[config.mk]
export PLATFORM = sky130hd
export DESIGN_NAME = ltmc_top
export DESIGN_NICKNAME = d
export VERILOG_FILES = /design/src/hdl/ltmc_pkg.sv /design/src/hdl/ltmc_top.sv /design/src/hdl/ltmc_wake_filter.sv
export VERILOG_INCLUDE_DIRS = /design/src /design/src/hdl
export SDC_FILE = /design/constraint.sdc
export NUM_CORES = 1
export LEC_CHECK = 0
export BUFFER_PORTS_ARGS = -buffer_cell sky130_fd_sc_hd__buf_2
export CAP_MARGIN = 20
export CORE_MARGIN = 5
export CORE_UTILIZATION = 44
export CTS_BUF_LIST = sky130_fd_sc_hd__clkbuf_8
export DETAILED_ROUTE_END_ITERATION = 8
export PLACE_DENSITY = 0.78
export SLEW_MARGIN = 10
export SYNTH_ARGS = -nofsm -noshare
export SYNTH_HDL_FRONTEND = slang
export SYNTH_SLANG_ARGS = --single-unit
[constraint.sdc]
create_clock -name core_clk -period 1.6 [get_ports core_clk]
set_input_delay 0.08 -clock core_clk [delete_from_list [all_inputs] [get_ports core_clk]]
set_output_delay 0.08 -clock core_clk [all_outputs]
set_load 0.05 [all_outputs]
[src/hdl/ltmc_params.svh]
// Offsets, reset values, field positions and timing counts for the
// transceiver mode controller. Included by the top, the wake filter and the bench.
`ifndef LTMC_PARAMS_SVH
`define LTMC_PARAMS_SVH
`define LTMC_IDX_CTRL        8'h21
`define LTMC_IDX_STAT        8'h24
`define LTMC_IDX_WAKE        8'h28
`define LTMC_IDX_DEV         8'h29
`define LTMC_CTRL_RST        8'h01
`define LTMC_STAT_RST        8'h00
`define LTMC_WAKE_RST        8'h00
`define LTMC_DEV_RST         8'h00
`define LTMC_SEL_STANDBY     2'b01
`define LTMC_SEL_NORMAL      2'b10
`define LTMC_BIT_READY       0
`define LTMC_BIT_TXTO        1
`define LTMC_BIT_WAKE_EN     0
`define LTMC_BIT_WAKE_ST     1
`define LTMC_CLK_MHZ         100
`define LTMC_WAKE_FILT_US    100
`define LTMC_WAKE_FILT_CYC   (`LTMC_WAKE_FILT_US * `LTMC_CLK_MHZ)
`endif

[src/hdl/ltmc_pkg.sv]
// Types shared by the transceiver mode controller files.
// Assumes the params header sits in the include path.
package ltmc_pkg;
	typedef enum logic [1:0] {
		LTMC_UNPOWERED = 2'b00,
		LTMC_STANDBY   = 2'b01,
		LTMC_NORMAL    = 2'b11
	} ltmc_state_t;

	typedef enum logic [2:0] {
		LTMC_DEV_OFF     = 3'h0,
		LTMC_DEV_UCRESET = 3'h1,
		LTMC_DEV_SLEEP   = 3'h2,
		LTMC_DEV_STANDBY = 3'h3,
		LTMC_DEV_NORMAL  = 3'h4
	} ltmc_devmode_t;

	typedef struct packed {
		logic vs_pwron;
		logic vs_pwroff;
		logic vs_uv;
		logic vcc_uv;
		logic overtemp;
	} ltmc_supply_t;

	typedef struct packed {
		logic strong_pullup;
		logic termination_on;
		logic tx_enable;
		logic wake_rx_on;
	} ltmc_phy_t;
endpackage

[src/hdl/ltmc_top.sv]
// Transceiver mode controller with AXI4-Lite register slave.
// Assumes all status inputs are synchronous to core_clk.
//
// Contract
// - No wake detection in Normal state
// - Normal only with all conditions and code
// - Power-up leads automatically to Standby
// - Standby disables bus and termination
// - Prewake level enables pullup, receiver, timer
// - Valid wake sets wake status bit
// - Wake signalled on both receive outputs
// - Pullup off only in Standby, status cleared
// - Overtemperature disables wake detection
// - Normal falls to Standby on any fault
// - Power-on threshold, undervoltage clear gating
// - Power-off threshold in Standby gives Unpowered
// - Wake accepted only above undervoltage level
// - Control at 0x21, reset 0x01, reserved bits
// - Mode field is target, never modified
// - Status bit1 shows transmit timeout
// - Status bit0 shows transceiver ready
// - Wake needs long dominant then rising edge
//
// The AXI4-Lite interface to the registers was decided locally.
`timescale 1ns/1ps
`include "ltmc_params.svh"
module ltmc_top #(
	parameter int unsigned WAKE_FILT_CYC = `LTMC_WAKE_FILT_CYC
) (
	input  wire logic                  core_clk,
	input  wire logic                  rst,
	input  wire logic [31:0]           s_axi_awaddr,
	input  wire logic                  s_axi_awvalid,
	output logic                       s_axi_awready,
	input  wire logic [31:0]           s_axi_wdata,
	input  wire logic [3:0]            s_axi_wstrb,
	input  wire logic                  s_axi_wvalid,
	output logic                       s_axi_wready,
	output logic [1:0]                 s_axi_bresp,
	output logic                       s_axi_bvalid,
	input  wire logic                  s_axi_bready,
	input  wire logic [31:0]           s_axi_araddr,
	input  wire logic                  s_axi_arvalid,
	output logic                       s_axi_arready,
	output logic [31:0]                s_axi_rdata,
	output logic [1:0]                 s_axi_rresp,
	output logic                       s_axi_rvalid,
	input  wire logic                  s_axi_rready,
	input  wire ltmc_pkg::ltmc_supply_t supply,
	input  wire logic                  tx_timeout,
	input  wire logic                  bus_below_prewake,
	input  wire logic                  bus_level,
	input  wire logic                  lin_rx_in,
	output ltmc_pkg::ltmc_phy_t        phy,
	output logic                       can_rx_out,
	output logic                       lin_rx_out,
	output ltmc_pkg::ltmc_state_t      trx_state
);
	////////////////////////////////////////////////////////////////////////
	// Registers
	ltmc_pkg::ltmc_state_t st_q, st_d;
	logic [1:0]  sel_q;
	logic        wake_en_q;
	logic        wake_st_q;
	logic [2:0]  dev_q;
	logic        pullup_q;
	logic        wake_ind_q;
	logic [7:0]  rbyte;
	logic        aw_got_q, w_got_q;
	logic [31:0] aw_addr_q, w_data_q;
	logic [3:0]  w_strb_q;
	logic        bvalid_q, bresp_err_q;
	logic        rvalid_q;
	logic [31:0] rdata_q;
	logic [1:0]  rresp_q;

	////////////////////////////////////////////////////////////////////////
	// AXI write path: address and data latched independently
	assign s_axi_awready = ~aw_got_q & ~bvalid_q;
	assign s_axi_wready  = ~w_got_q & ~bvalid_q;
	wire         wr_go   = aw_got_q & w_got_q & ~bvalid_q;
	wire [7:0]   wr_idx  = aw_addr_q[9:2];
	wire         wr_lane = w_strb_q[0];
	wire         wr_ctrl = wr_go & (wr_idx == `LTMC_IDX_CTRL);
	wire         wr_stat = wr_go & (wr_idx == `LTMC_IDX_STAT);
	wire         wr_wake = wr_go & (wr_idx == `LTMC_IDX_WAKE);
	wire         wr_dev  = wr_go & (wr_idx == `LTMC_IDX_DEV);
	wire         wr_hit  = wr_ctrl | wr_stat | wr_wake | wr_dev;
	wire         wr_addr_ok = (aw_addr_q[31:10] == 22'h0);

	always_ff @(posedge core_clk) begin
		if (rst) begin
			aw_got_q  <= 1'b0;
			w_got_q   <= 1'b0;
			aw_addr_q <= 32'h00000000;
			w_data_q  <= 32'h00000000;
			w_strb_q  <= 4'h0;
		end else begin
			if (s_axi_awvalid && s_axi_awready) begin
				aw_got_q  <= 1'b1;
				aw_addr_q <= s_axi_awaddr;
			end else if (wr_go)
				aw_got_q <= 1'b0;
			if (s_axi_wvalid && s_axi_wready) begin
				w_got_q  <= 1'b1;
				w_data_q <= s_axi_wdata;
				w_strb_q <= s_axi_wstrb;
			end else if (wr_go)
				w_got_q <= 1'b0;
		end
	end

	// Write response; unmapped addresses answer SLVERR
	always_ff @(posedge core_clk) begin
		if (rst) begin
			bvalid_q    <= 1'b0;
			bresp_err_q <= 1'b0;
		end else if (wr_go) begin
			bvalid_q    <= 1'b1;
			bresp_err_q <= ~(wr_hit & wr_addr_ok);
		end else if (s_axi_bready)
			bvalid_q <= 1'b0;
	end
	assign s_axi_bvalid = bvalid_q;
	assign s_axi_bresp  = bresp_err_q ? 2'b10 : 2'b00;

	////////////////////////////////////////////////////////////////////////
	// Software-held fields; the state machine never writes sel_q
	wire         wr_ok = wr_lane & wr_addr_ok;
	always_ff @(posedge core_clk) begin
		if (rst) begin
			sel_q     <= 2'(`LTMC_CTRL_RST);
			wake_en_q <= 1'b0;
			dev_q     <= 3'h0;
		end else begin
			if (wr_ctrl && wr_ok)
				sel_q <= w_data_q[1:0];
			if (wr_wake && wr_ok)
				wake_en_q <= w_data_q[`LTMC_BIT_WAKE_EN];
			if (wr_dev && wr_ok)
				dev_q <= w_data_q[2:0];
		end
	end

	////////////////////////////////////////////////////////////////////////
	// Transceiver state machine
	wire dev_normal = (dev_q == ltmc_pkg::LTMC_DEV_NORMAL);
	wire sel_normal = (sel_q == `LTMC_SEL_NORMAL);
	wire go_normal  = dev_normal & ~supply.vcc_uv & ~supply.vs_uv
		& ~supply.overtemp & sel_normal;

	always_comb begin
		st_d = st_q;
		unique case (st_q)
			ltmc_pkg::LTMC_UNPOWERED:
				if (supply.vs_pwron)
					st_d = ltmc_pkg::LTMC_STANDBY;
			ltmc_pkg::LTMC_STANDBY:
				if (supply.vs_pwroff)
					st_d = ltmc_pkg::LTMC_UNPOWERED;
				else if (go_normal)
					st_d = ltmc_pkg::LTMC_NORMAL;
			ltmc_pkg::LTMC_NORMAL:
				if (!go_normal)
					st_d = ltmc_pkg::LTMC_STANDBY;
			default:
				st_d = ltmc_pkg::LTMC_UNPOWERED;
		endcase
	end

	always_ff @(posedge core_clk) begin
		if (rst)
			st_q <= ltmc_pkg::LTMC_UNPOWERED;
		else
			st_q <= st_d;
	end
	assign trx_state = st_q;

	////////////////////////////////////////////////////////////////////////
	// Wake path: armed only in Standby, not hot, supply above undervoltage
	wire in_standby = (st_q == ltmc_pkg::LTMC_STANDBY);
	wire wake_arm   = in_standby & wake_en_q & ~supply.overtemp
		& ~supply.vs_uv;
	wire prewake    = wake_arm & bus_below_prewake;
	wire wake_pulse;

	ltmc_wake_filter #(
		.FILT_CYC (WAKE_FILT_CYC)
	) u_filt (
		.core_clk   (core_clk),
		.rst        (rst),
		.arm        (prewake | (wake_arm & pullup_q)),
		.bus_level  (bus_level),
		.wake_pulse (wake_pulse)
	);

	// Status set wins over a clear written in the same cycle
	wire wake_clr = wr_wake & wr_ok & ~w_data_q[`LTMC_BIT_WAKE_ST];
	always_ff @(posedge core_clk) begin
		if (rst)
			wake_st_q <= 1'b0;
		else if (wake_pulse)
			wake_st_q <= 1'b1;
		else if (wake_clr)
			wake_st_q <= 1'b0;
	end

	// Strong pull-up stays until Standby with status cleared
	always_ff @(posedge core_clk) begin
		if (rst)
			pullup_q <= 1'b0;
		else if (prewake || wake_pulse)
			pullup_q <= 1'b1;
		else if (in_standby && !wake_st_q)
			pullup_q <= 1'b0;
	end

	// Wake indication held on receive outputs while status is set outside Normal
	always_ff @(posedge core_clk) begin
		if (rst)
			wake_ind_q <= 1'b0;
		else
			wake_ind_q <= wake_st_q & ~(st_q == ltmc_pkg::LTMC_NORMAL);
	end

	wire is_normal = (st_q == ltmc_pkg::LTMC_NORMAL);
	assign phy.strong_pullup  = pullup_q;
	assign phy.termination_on = is_normal;
	assign phy.tx_enable      = is_normal & ~tx_timeout;
	assign phy.wake_rx_on     = prewake | (wake_arm & pullup_q);
	// Low level on receive pins flags a wake to the host
	assign lin_rx_out = is_normal ? lin_rx_in : ~wake_ind_q;
	assign can_rx_out = ~wake_ind_q;

	////////////////////////////////////////////////////////////////////////
	// Read path, one cycle after address accepted
	wire [7:0] rd_idx  = s_axi_araddr[9:2];
	wire       rd_ok   = (s_axi_araddr[31:10] == 22'h0);
	wire [7:0] stat_b  = {6'h00, tx_timeout, is_normal & ~tx_timeout};
	always_comb begin
		rbyte = 8'h00;
		unique case (rd_idx)
			`LTMC_IDX_CTRL: rbyte = {6'h00, sel_q};
			`LTMC_IDX_STAT: rbyte = stat_b;
			`LTMC_IDX_WAKE: rbyte = {6'h00, wake_st_q, wake_en_q};
			`LTMC_IDX_DEV:  rbyte = {5'h00, dev_q};
			default:        rbyte = 8'h00;
		endcase
	end
	wire rd_hit = rd_ok & ((rd_idx == `LTMC_IDX_CTRL)
		| (rd_idx == `LTMC_IDX_STAT) | (rd_idx == `LTMC_IDX_WAKE)
		| (rd_idx == `LTMC_IDX_DEV));

	assign s_axi_arready = ~rvalid_q;
	always_ff @(posedge core_clk) begin
		if (rst) begin
			rvalid_q <= 1'b0;
			rdata_q  <= 32'h00000000;
			rresp_q  <= 2'b00;
		end else if (s_axi_arvalid && !rvalid_q) begin
			rvalid_q <= 1'b1;
			// Rejected addresses return zero so no field leaks out
			rdata_q  <= rd_hit ? {24'h000000, rbyte} : 32'h00000000;
			rresp_q  <= rd_hit ? 2'b00 : 2'b10;
		end else if (s_axi_rready)
			rvalid_q <= 1'b0;
	end
	assign s_axi_rvalid = rvalid_q;
	assign s_axi_rdata  = rdata_q;
	assign s_axi_rresp  = rresp_q;
endmodule

[src/hdl/ltmc_wake_filter.sv]
// Bus wake filter: dominant longer than the filter time, then recessive.
// Assumes bus level is synchronous to core_clk; 1 means recessive.
`timescale 1ns/1ps
`include "ltmc_params.svh"
module ltmc_wake_filter #(
	parameter int unsigned FILT_CYC = `LTMC_WAKE_FILT_CYC
) (
	input  wire logic core_clk,
	input  wire logic rst,
	input  wire logic arm,
	input  wire logic bus_level,
	output logic      wake_pulse
);
	logic [23:0] cnt_q;
	logic        long_q;
	logic        bus_q;
	wire         rise     = bus_level & ~bus_q;
	wire         expired  = (cnt_q >= 24'(FILT_CYC));

	// Counter restarts whenever the bus turns recessive before expiry
	always_ff @(posedge core_clk) begin
		if (rst || !arm) begin
			cnt_q  <= 24'h000000;
			long_q <= 1'b0;
			bus_q  <= 1'b1;
		end else begin
			bus_q <= bus_level;
			if (bus_level)
				cnt_q <= 24'h000000;
			else if (!expired)
				cnt_q <= cnt_q + 24'h000001;
			if (!bus_level && expired)
				long_q <= 1'b1;
			else if (bus_level)
				long_q <= 1'b0;
		end
	end

	assign wake_pulse = arm & rise & long_q;
endmodule

======== After elaboration in Yosys (flattened, before gate mapping) ========
Index checks and enable logic that the tools add are counted.
cells by class
  add/subtract/negate cells ............... 1
  order comparisons ....................... 1
  equal/unequal tests ..................... 15
  mux-type cells .......................... 23
  bitwise gates (word level) .............. 47
  reduce and logical (&&, ||, !) cells .... 26
operators with widths
  kind                                                                  count
  == test 8 x 6 -> 1 bit (second input constant)                        8
  logical NOT 22 bit                                                    2
  bitwise AND 1 bit                                                     27
  adder 24 x 1 -> 24 bit (second input constant)                        1
  greater-or-equal comparator 24 x 14 -> 1 bit (second input constant)  1
  two-way mux 1 bit                                                     14
  nonzero test 2 bit                                                    7
  inverter 1 bit                                                        13
  two-way mux 2 bit                                                     6
  case mux 3 bit (4 select lines)                                       1
  logical AND 1 bit                                                     8
  two-way mux 8 bit                                                     1
  bitwise OR 1 bit                                                      7
  case mux 2 bit (3 select lines)                                       1
  == test 2 bit (second input constant)                                 2
  logical NOT 1 bit                                                     4
  inequality test 2 bit (second input constant)                         2
  == test 3 bit (second input constant)                                 1
  inequality test 3 bit (second input constant)                         1
  AND reduction 3 bit                                                   1
  == test 2 x 1 -> 1 bit (second input constant)                        1
  logical NOT 2 bit                                                     1
  logical OR 1 bit                                                      2
  OR reduction 2 bit                                                    1
storage, ports and cells
  bits in registers ....................... 112
  bits of input ports ..................... 116
  output and inout port bits .............. 49
  logic and storage cells ................. 133

======== Longest topological paths before layout ========
Gate-level depths: netlist of the first run.
  depth after elaboration ................. 10
  depth in mapped cells ................... 9
  depth with buffers taken out ............ 8

======== Cells and area by module ========
From an unflattened synthesis of the first run, not the netlist that was laid out.
unflattened totals
  cell total of the unflattened synthesis .. 447
  area total of the unflattened synthesis .. 3861.2 um^2
modules (own cells, without submodules)
  module            instances  cells an instance  area each (um^2)  sequential area each (um^2)
  ltmc_top          1          324                2731.4            1081.0
  ltmc_wake_filter  1          123                1129.8            520.5

======== Worst setup path after synthesis of the first run ========
Ideal clock, no wire load.
  path kind ............................... reg-to-reg
  from .................................... reg st_q[0], in the netlist trx_state[0]
  to ...................................... reg rdata_q[0], in the netlist s_axi_rdata[0]
  library setup time ...................... 0.066 ns
  data arrival time ....................... 2.283 ns
  data required time ...................... 1.534 ns
  path slack .............................. -0.748 ns
  stages on the path, launching flop included .. 7
  path buffers ............................ 0
  clock period less this slack ............ 2.348 ns
  cell sequence ........................... dfxtp_1 -> ha_1 -> nor2b_1 -> a22oi_1 -> o22ai_1 -> a22oi_1 -> nor2_1
RTL lines
  element                   line             text
  start: declaration        ltmc_top.sv:61   ltmc_pkg::ltmc_state_t st_q, st_d;
  start signal: assignment  ltmc_top.sv:173  st_q <= ltmc_pkg::LTMC_UNPOWERED;
  start signal: assignment  ltmc_top.sv:175  st_q <= st_d;
  end signal: assignment    ltmc_top.sv:263  rdata_q <= rd_hit ? {24'h000000, rbyte} : 32'h00000000;
  end: declaration          ltmc_top.sv:74   logic [31:0] rdata_q;

======== Worst setup path after layout of the first run ========
  from .................................... reg st_q[1], in the netlist trx_state[1]
  to ...................................... reg st_q[0], in the netlist trx_state[0]
between the ends
  longest elaborated chain between the ends .. 3
  elaborated cells on any way between the ends .. 8
  those cells by class .................... eq/ne: 5; mux: 1; reduce/logical: 2
ends and longest elaborated chain
  element                                                                          line             text
  == test 2 x 1 -> 1 bit (tied with other cells)                                   ltmc_top.sv:154  unique case (st_q)
  inequality test 3 bit (no line) / inequality test 2 bit (equally long branches)  -
  AND reduction 3 bit (no line)                                                    -
Several ways; a longest one is shown, not always the timed one.
A chain may end at the register's enable or synchronous reset.

==> results.md, run 1 <==
- Status: complete, but fails checks
- Failing checks: setup timing
- Peak supply drop: 0.540 mV
- Skew final: 6.83 ps
- Switch share: 0.298
- Largest delay share family, worst path: compound AO/OA/AOI/OAI gates
- Main combinational cell family by area after synthesis: simple AND/OR/NAND/NOR gates
- Initial drt markers: 194
- Clock power share: 0.302
- FF+latch count, synth: 80
- Top FF cell, synth: dfxtp_1
- Critical path's slowest cell: a311o_1
- Slew Limit Fails: 0
- Post-DP HPWL: 6770 um
- Synthesized area per cell: 8.47 um2
- Adder-Cell Fraction of Synth Area: 0.0203
- Core box area: 8220 um2
- First-pass GRT wire length: 15,100 um
- Final ANT Viol Nets: 0
- Max-cap viol count: 0
- GP Congestion: 0.840
- Crit path kind: register to register
- I/O Buffers: 97
- Final period utilization: 1.02
- WP data required: 1860 ps
- Fraction of final layout cells with drive strength greater than 1: 0.353
- Placement-stage cell area: 4410 um2
- Mux contribution to synthesized area: 0.0297
- Simple-Gate Fraction of Synth Area: 0.286
- Synth Area in Compound Gates: 0.0976
- Antenna cells: 0
- RSZ-0062 raised after global routing: true
- XOR/XNOR Fraction of Synth Area: 0.0307
- Filler cells: 663
- Critical Path AT: 1890 ps
- Nets: 717
- Setup ws final: -25.9 ps
- Power per cell area: 829 nW/um2
- LEAKAGE: 2.19 nW
- Final Hold Viols: 0
- Via density: 4.98
- Area contributors post-synth: dfxtp_1 (43%), nand2_1 (7.4%), buf_4 (7.1%)
- Hold Startpoint: s_axi_arvalid
- CTS tree: done
- Worst Path Max Fanout: 2
- Number of global-route vias before repair: 3,513
- CP peak stage delay: 370 ps
- Top cell type's share of synthesized area: 0.432
- Routed len/inst: 13.7 um
- Total gr overflow: 0
- CTS clk-pin slew, worst paths: 80 ps
- Root Driver: clkbuf_8
- CP Launch Point: trx_state[1]
- Initial core utilization: 0.451
- Syn Std Cell Area: 3700 um2
- FF-to-FF Start: trx_state[1]
- Crit path capture type: register
- Worst skew pair latency: 340 ps
- Async set-or-reset flop fraction in the synthesized netlist: 0
- Die ar.: 10,400 um2
- Worst path cell trace: inv_4 > ha_4 > buf_4 > nand2b_4 > a21oi_1 > a311o_1 > a211o_1 > a21oi_2
- NetSw: 1.30 mW
- Internal Pwr Total: 3.07 mW
- CP Buf/Inv Count: 2
- Sequential Power Share: 0.488
- Worst setup SP type: register
- Fin area: 5280 um2
- Syn-to-layout area delta: 42.4%
- Synth Instances: 437
- Sequential share of the synthesized area: 0.432
- Initial antenna violation count: 0
- Routed Wire Length: 9670 um
- Min cycle time layout: 1630 ps
- CTS Buf Count: 9
- Gr usage total: 0.183
- CTS Buffer Depth: 2
- Min-delay worst type: input port to register
- Cell variety after synth: 47
- Final core occ: 0.642
- Ys Warns: 0
- Die Span Y: 102 um
- Residual DRC count: 0
- Post-synth EDFFs: 0
- Clk sinks: 80
- Row Count: 33
- Die X: 102 um
- Fmax: 0.615 GHz
- Via count: 3,510
- Largest net degree at the start of global routing: 31
- H-Tree Depth: 3
- Synth area leader: dfxtp_1
- I/O pins: 165
- Gate power share: 0.210
- TritonRoute pass-1 iters: 5
- Setup violations, final: 4
metal layers:
metal,GRT usage,wire length (um),vias up
met4,0.0808,191,0
met2,0.325,4840,134
met5,0,0,-
met3,0.0344,643,17
met1,0.212,4000,1623
li1,-,-,1736
worst register-to-register path: stages, from the launching register on:
cell and delay [ps]:
dfxtp_4 360, inv_4 40, ha_4 160, buf_4 140
nand2b_4 60, a21oi_1 40, a311o_1 370, a211o_1 250
a21oi_2 140
power by group through the flow:
stage               logic, mW  registers (mW)  clock network [mW]
global placement        0.766            2.16                   0
floorplan               0.527            2.21                   0
detailed placement      0.782            2.16                   0
global route            0.991            2.14                1.44
finish                  0.917            2.14                1.32
CTS                     0.875            2.13                1.36
sequential cells by signal, summed over array words and instances (netlist names):
signal / cells
pullup_q: 1
sel_q: 2
w_strb_q: 1
s_axi_rdata: 3
wake_st_q: 1
u_filt.cnt_q: 24
bresp_err_q: 1
aw_got_q: 1
u_filt.bus_q: 1
s_axi_rresp: 1
wake_en_q: 1
trx_state: 2
s_axi_bvalid: 1
s_axi_rvalid: 1
dev_q: 3
w_data_q: 3
w_got_q: 1
aw_addr_q: 30
wake_ind_q: 1
u_filt.long_q: 1
synthesized netlist by cell type, types with 6 or more instances:
cell type,instances
dfxtp_1,80
nand2_1,73
a21oi_1,38
nor2_1,37
buf_4,35
nor4_1,15
clkbuf_1,14
inv_1,13
nor3_1,13
and2_1,12
nand2b_1,12
xnor2_1,12
mux2i_1,11
nand4_1,8
o21ai_0,7
ha_1,6
nand3_1,6
metrics by stage:
step	total power, mW	TNS, ps	cells	hold WS (ps)	worst slack [ps]
after CTS	4.36	-267	702	5.78	-86.2
after global routing	4.58	-584	705	19.3	-99.9
after floorplan	2.74	0	467	179	10.7
after global placement	2.92	-317	651	276	-317
after detailed placement	2.95	-517	651	272	-353
final	4.37	-68.2	705	20.7	-25.9
layout make-up:
type                            count  area [um2]  area share
Multi-Input combinational cell    324        2140       0.405
Sequential cell                    80        1620       0.307
Timing Repair Buffer              167        1150       0.219
Clock buffer                       11         151      0.0287
Tap cell                          105         131      0.0249
Inverter                           13        51.3     0.00972
Clock inverter                      5        31.3     0.00593
cells in the final DEF, fill, tap and decap left out, types with 9 or more instances in the layout:
master         synthesis  routed
buf_2                  0      94
buf_4                 35      31
conb_1                 1      31
nor4_1                15       9
nand2_1               73      70
a21oi_1               38      36
nand2b_1              12      10
inv_1                 13      10
nor2_1                37      27
clkbuf_8               0      11
mux2i_1               11      11
and2_1                12      12
xnor2_1               12      11
dlygate4sd3_1          0      35
dfxtp_1               80      73
kinds of logic (layout without fill, tap and decap cells):
| logic type | count (synthesis) | after routing |
|---|---|---|
| xor gates and xnor gates | 13 | 13 |
| adders and majority gates | 6 | 6 |
| DFF | 80 | 80 |
| muxes | 11 | 11 |
| other | 1 | 31 |
| and+or+nand+nor | 200 | 200 |
| AOI/OAI and AO/OA | 62 | 63 |
| buffers and inverters | 64 | 196 |
worst paths after layout:
kind	to	slack, ps	depth (start not counted)
hold reg to reg	aw_addr_q[26]	460	2
setup reg to reg	trx_state[0]	-30	8
hold / removal	s_axi_rvalid	20	3
setup / recovery	trx_state[0]	-30	8
what timing repair did:
| action | 4_1_cts | 5_1_grt |
|---|---|---|
| hold buffers | 35 | 0 |
| setup buffers | 0 | 2 |
| resized for setup | 24 | 46 |
| endpoints found under the setup margin | 29 | 40 |
| pin swaps | 4 | 14 |
| cloned | 0 | 1 |
| hold endpoints to repair | 35 | 0 |
No activity file was read; power rests on OpenSTA's default activity.
==> run 2, diff against run 1 <==
==> constraint.sdc (replaced) <==
create_clock -name core_clk -period 1.6 [get_ports core_clk]
set_input_delay 0.08 -clock core_clk [delete_from_list [all_inputs] [get_ports core_clk]]
set_output_delay 0.08 -clock core_clk [all_outputs]
set_load 0.01 [all_outputs]
==> results.md, run 2 (synthesis gave the netlist of run 1 again) <==
- CTS Buf Count: 9 (unchanged)
- Row Count: 33 (unchanged)
- Syn-to-layout area delta: 38.4%
- Initial core utilization: 0.451 (unchanged)
- Number of global-route vias before repair: 3,311 (-5.8%)
- LEAKAGE: 2.15 nW (-2.1%)
- Slew Limit Fails: 0 (unchanged)
- Die ar.: 10,400 um2 (unchanged)
- Setup WS pre-CTS: -117 ps (+236 ps)
- Routed Wire Length: 9540 um (-1.3%)
- RSZ-0062 raised after global routing: true
- Final ANT Viol Nets: 0 (unchanged)
- Hold_ws: 47.1 ps (+26.4 ps)
- Filler cells: 679 (+2.4%)
- CTS clk-pin slew, worst paths: 80 ps (about the same)
- Final period utilization: 1.01 (-0.00651)
- Root Driver: clkbuf_8
- Crit Reg-Reg Endpoint: u_filt.cnt_q[5]
- Tot Pwr: 4.33 mW (-1.0%)
- Setup ws final: -15.5 ps (+10.4 ps)
- Critical Path AT: 1870 ps (-20 ps)
- Final core occ: 0.624 (-0.0180)
- Initial drt markers: 97 (-50%)
- Hold Startpoint: s_axi_araddr[2]
- Nets: 713 (-0.56%)
- Power per cell area: 844 nW/um2 (+1.8%)
- WP data required: 1850 ps (about the same)
- WHS Endpoint: s_axi_rdata[2]
- Max-cap viol count: 0 (unchanged)
- Largest net degree at the start of global routing: 32 (+3.2%)
- Final Hold Viols: 0 (unchanged)
- CTS Buffer Depth: 2 (unchanged)
- Die X: 102 um (unchanged)
- Placement-stage cell area: 4290 um2 (-2.8%)
- Most flops, register: aw_addr_q
- Post-DP HPWL: 6510 um (-3.9%)
- Flop2flop setup slack: -20 ps (about the same)
- Gr usage total: 0.181 (-0.00206)
- Fmax: 0.619 GHz (+0.65%)
- First-pass GRT wire length: 14,800 um (-2.1%)
- Skew final: 9.92 ps (+3.09 ps)
- Fraction of final layout cells with drive strength greater than 1: 0.315 (-0.0379)
- Peak supply drop: 0.500 mV (-7.5%)
- I/O pins: 165 (unchanged)
- Commonest cells after routing, fill and taps aside: buf_2 (96), dfxtp_1 (73), nand2_1 (72)
- Min-delay worst type: input port to register
- H-Tree Depth: 3 (unchanged)
- Fin area: 5130 um2 (-2.8%)
- Worst reg2reg path depth: 6 (-2)
- GP Congestion: 0.825 (-1.8%)
- Final Non-Filler Cells: 702 (-0.43%)
- TritonRoute pass-1 iters: 4 (-1)
- Placed Cells: 641 (-1.5%)
- Worst Path Max Fanout: 5 (+3)
- Setup violations, final: 2 (-2)
- Core box area: 8220 um2 (unchanged)
- Largest regs: aw_addr_q (30), u_filt.cnt_q (24)
- Crit path kind: register to register
- Via density: 4.91 (-1.3%)
- Initial antenna violation count: 0 (unchanged)
- Via count: 3,449 (-1.7%)
- Die Span Y: 102 um (unchanged)
- I/O Buffers: 97 (unchanged)
- Worst setup SP type: register
- Min cycle time layout: 1620 ps (-10.4 ps)
- CTS tree: done
- Routed len/inst: 13.6 um (-0.88%)
- Clk sinks: 80 (unchanged)
- Number of flip-flops in the largest register: 30 (unchanged)
- FF-to-FF Start: u_filt.cnt_q[7]
- Worst skew pair latency: 360 ps (+20 ps)
- Residual DRC count: 0 (unchanged)
- Status: complete, but fails checks
- Crit path capture type: register
- Hold path depth: 3 (unchanged)
- Most common cell after layout, fill and taps aside: buf_2
- Failing checks: setup timing
- Total gr overflow: 0 (unchanged)
- Post-Route Setup TNS: -21.6 ps (+46.6 ps)
-- run 2: cell count changes in the layout (fill, tap and decap cells not counted), sizes merged, moves of 2 or more --
cell	before	now
inv	13	15
clkbuf	11	9
clkinv	4	2
dlygate4sd3	35	37
buf	132	126
-- run 2: layer usage --
layer / GRT usage / part of all wire / wire length [um]
met5: 0 / 0 / 0
met1: 0.192 / 0.38 / 3610
met3: 0.0386 / 0.052 / 493
met2: 0.338 / 0.54 / 5130
met4: 0.0838 / 0.032 / 303
-- run 2: report_power, final --
| group | total, mW | internal, mW | switching [mW] |
|---|---|---|---|
| Clock | 1.52 | 0.736 | 0.780 |
| Sequential | 2.13 | 2.07 | 0.0604 |
| Combinational | 0.682 | 0.340 | 0.342 |
-- run 2: area by class of cell --
| class | instances | area (um2) | area share |
|---|---|---|---|
| Tap cell | 105 | 131 | 0.0256 |
| Clock buffer | 9 | 124 | 0.0242 |
| Inverter | 13 | 48.8 | 0.00952 |
| Multi-Input combinational cell | 324 | 2020 | 0.394 |
| Timing Repair Buffer | 163 | 1110 | 0.216 |
| Sequential cell | 80 | 1610 | 0.314 |
| Antenna cell | 1 | 2.50 | 0.000488 |
| Clock inverter | 7 | 80.1 | 0.0156 |
-- run 2: worst max-delay path by stage --
stage	from	endpoint	slack, ps	cells after the start
finish	u_filt.cnt_q[7]	u_filt.cnt_q[5]	-20	6
global route	trx_state[1]	phy[0]	-90	8
CTS	trx_state[1]	phy[0]	-50	8
detailed placement	aw_addr_q[6]	wake_st_q	-120	5
global placement	aw_addr_q[6]	wake_st_q	-170	5
floorplan	trx_state[1]	trx_state[0]	2	7
-- run 2: repair_timing --
item                                    4_1_cts  5_1_grt
pin swaps                                     3       17
buffers inserted                              0        6
hold buffers                                 37        0
gates resized for setup                      11       34
hold endpoints to repair                     36        0
endpoints found under the setup margin       27       28
cloned                                        0        1
-- run 2: worst max-delay path: stages, from the launching register on --
cell and delay, ps:
dfxtp_2 350, nor4_4 360, o21ai_4 150, buf_12 160, nor4_4 260, xnor2_1 170
nor2_1 50
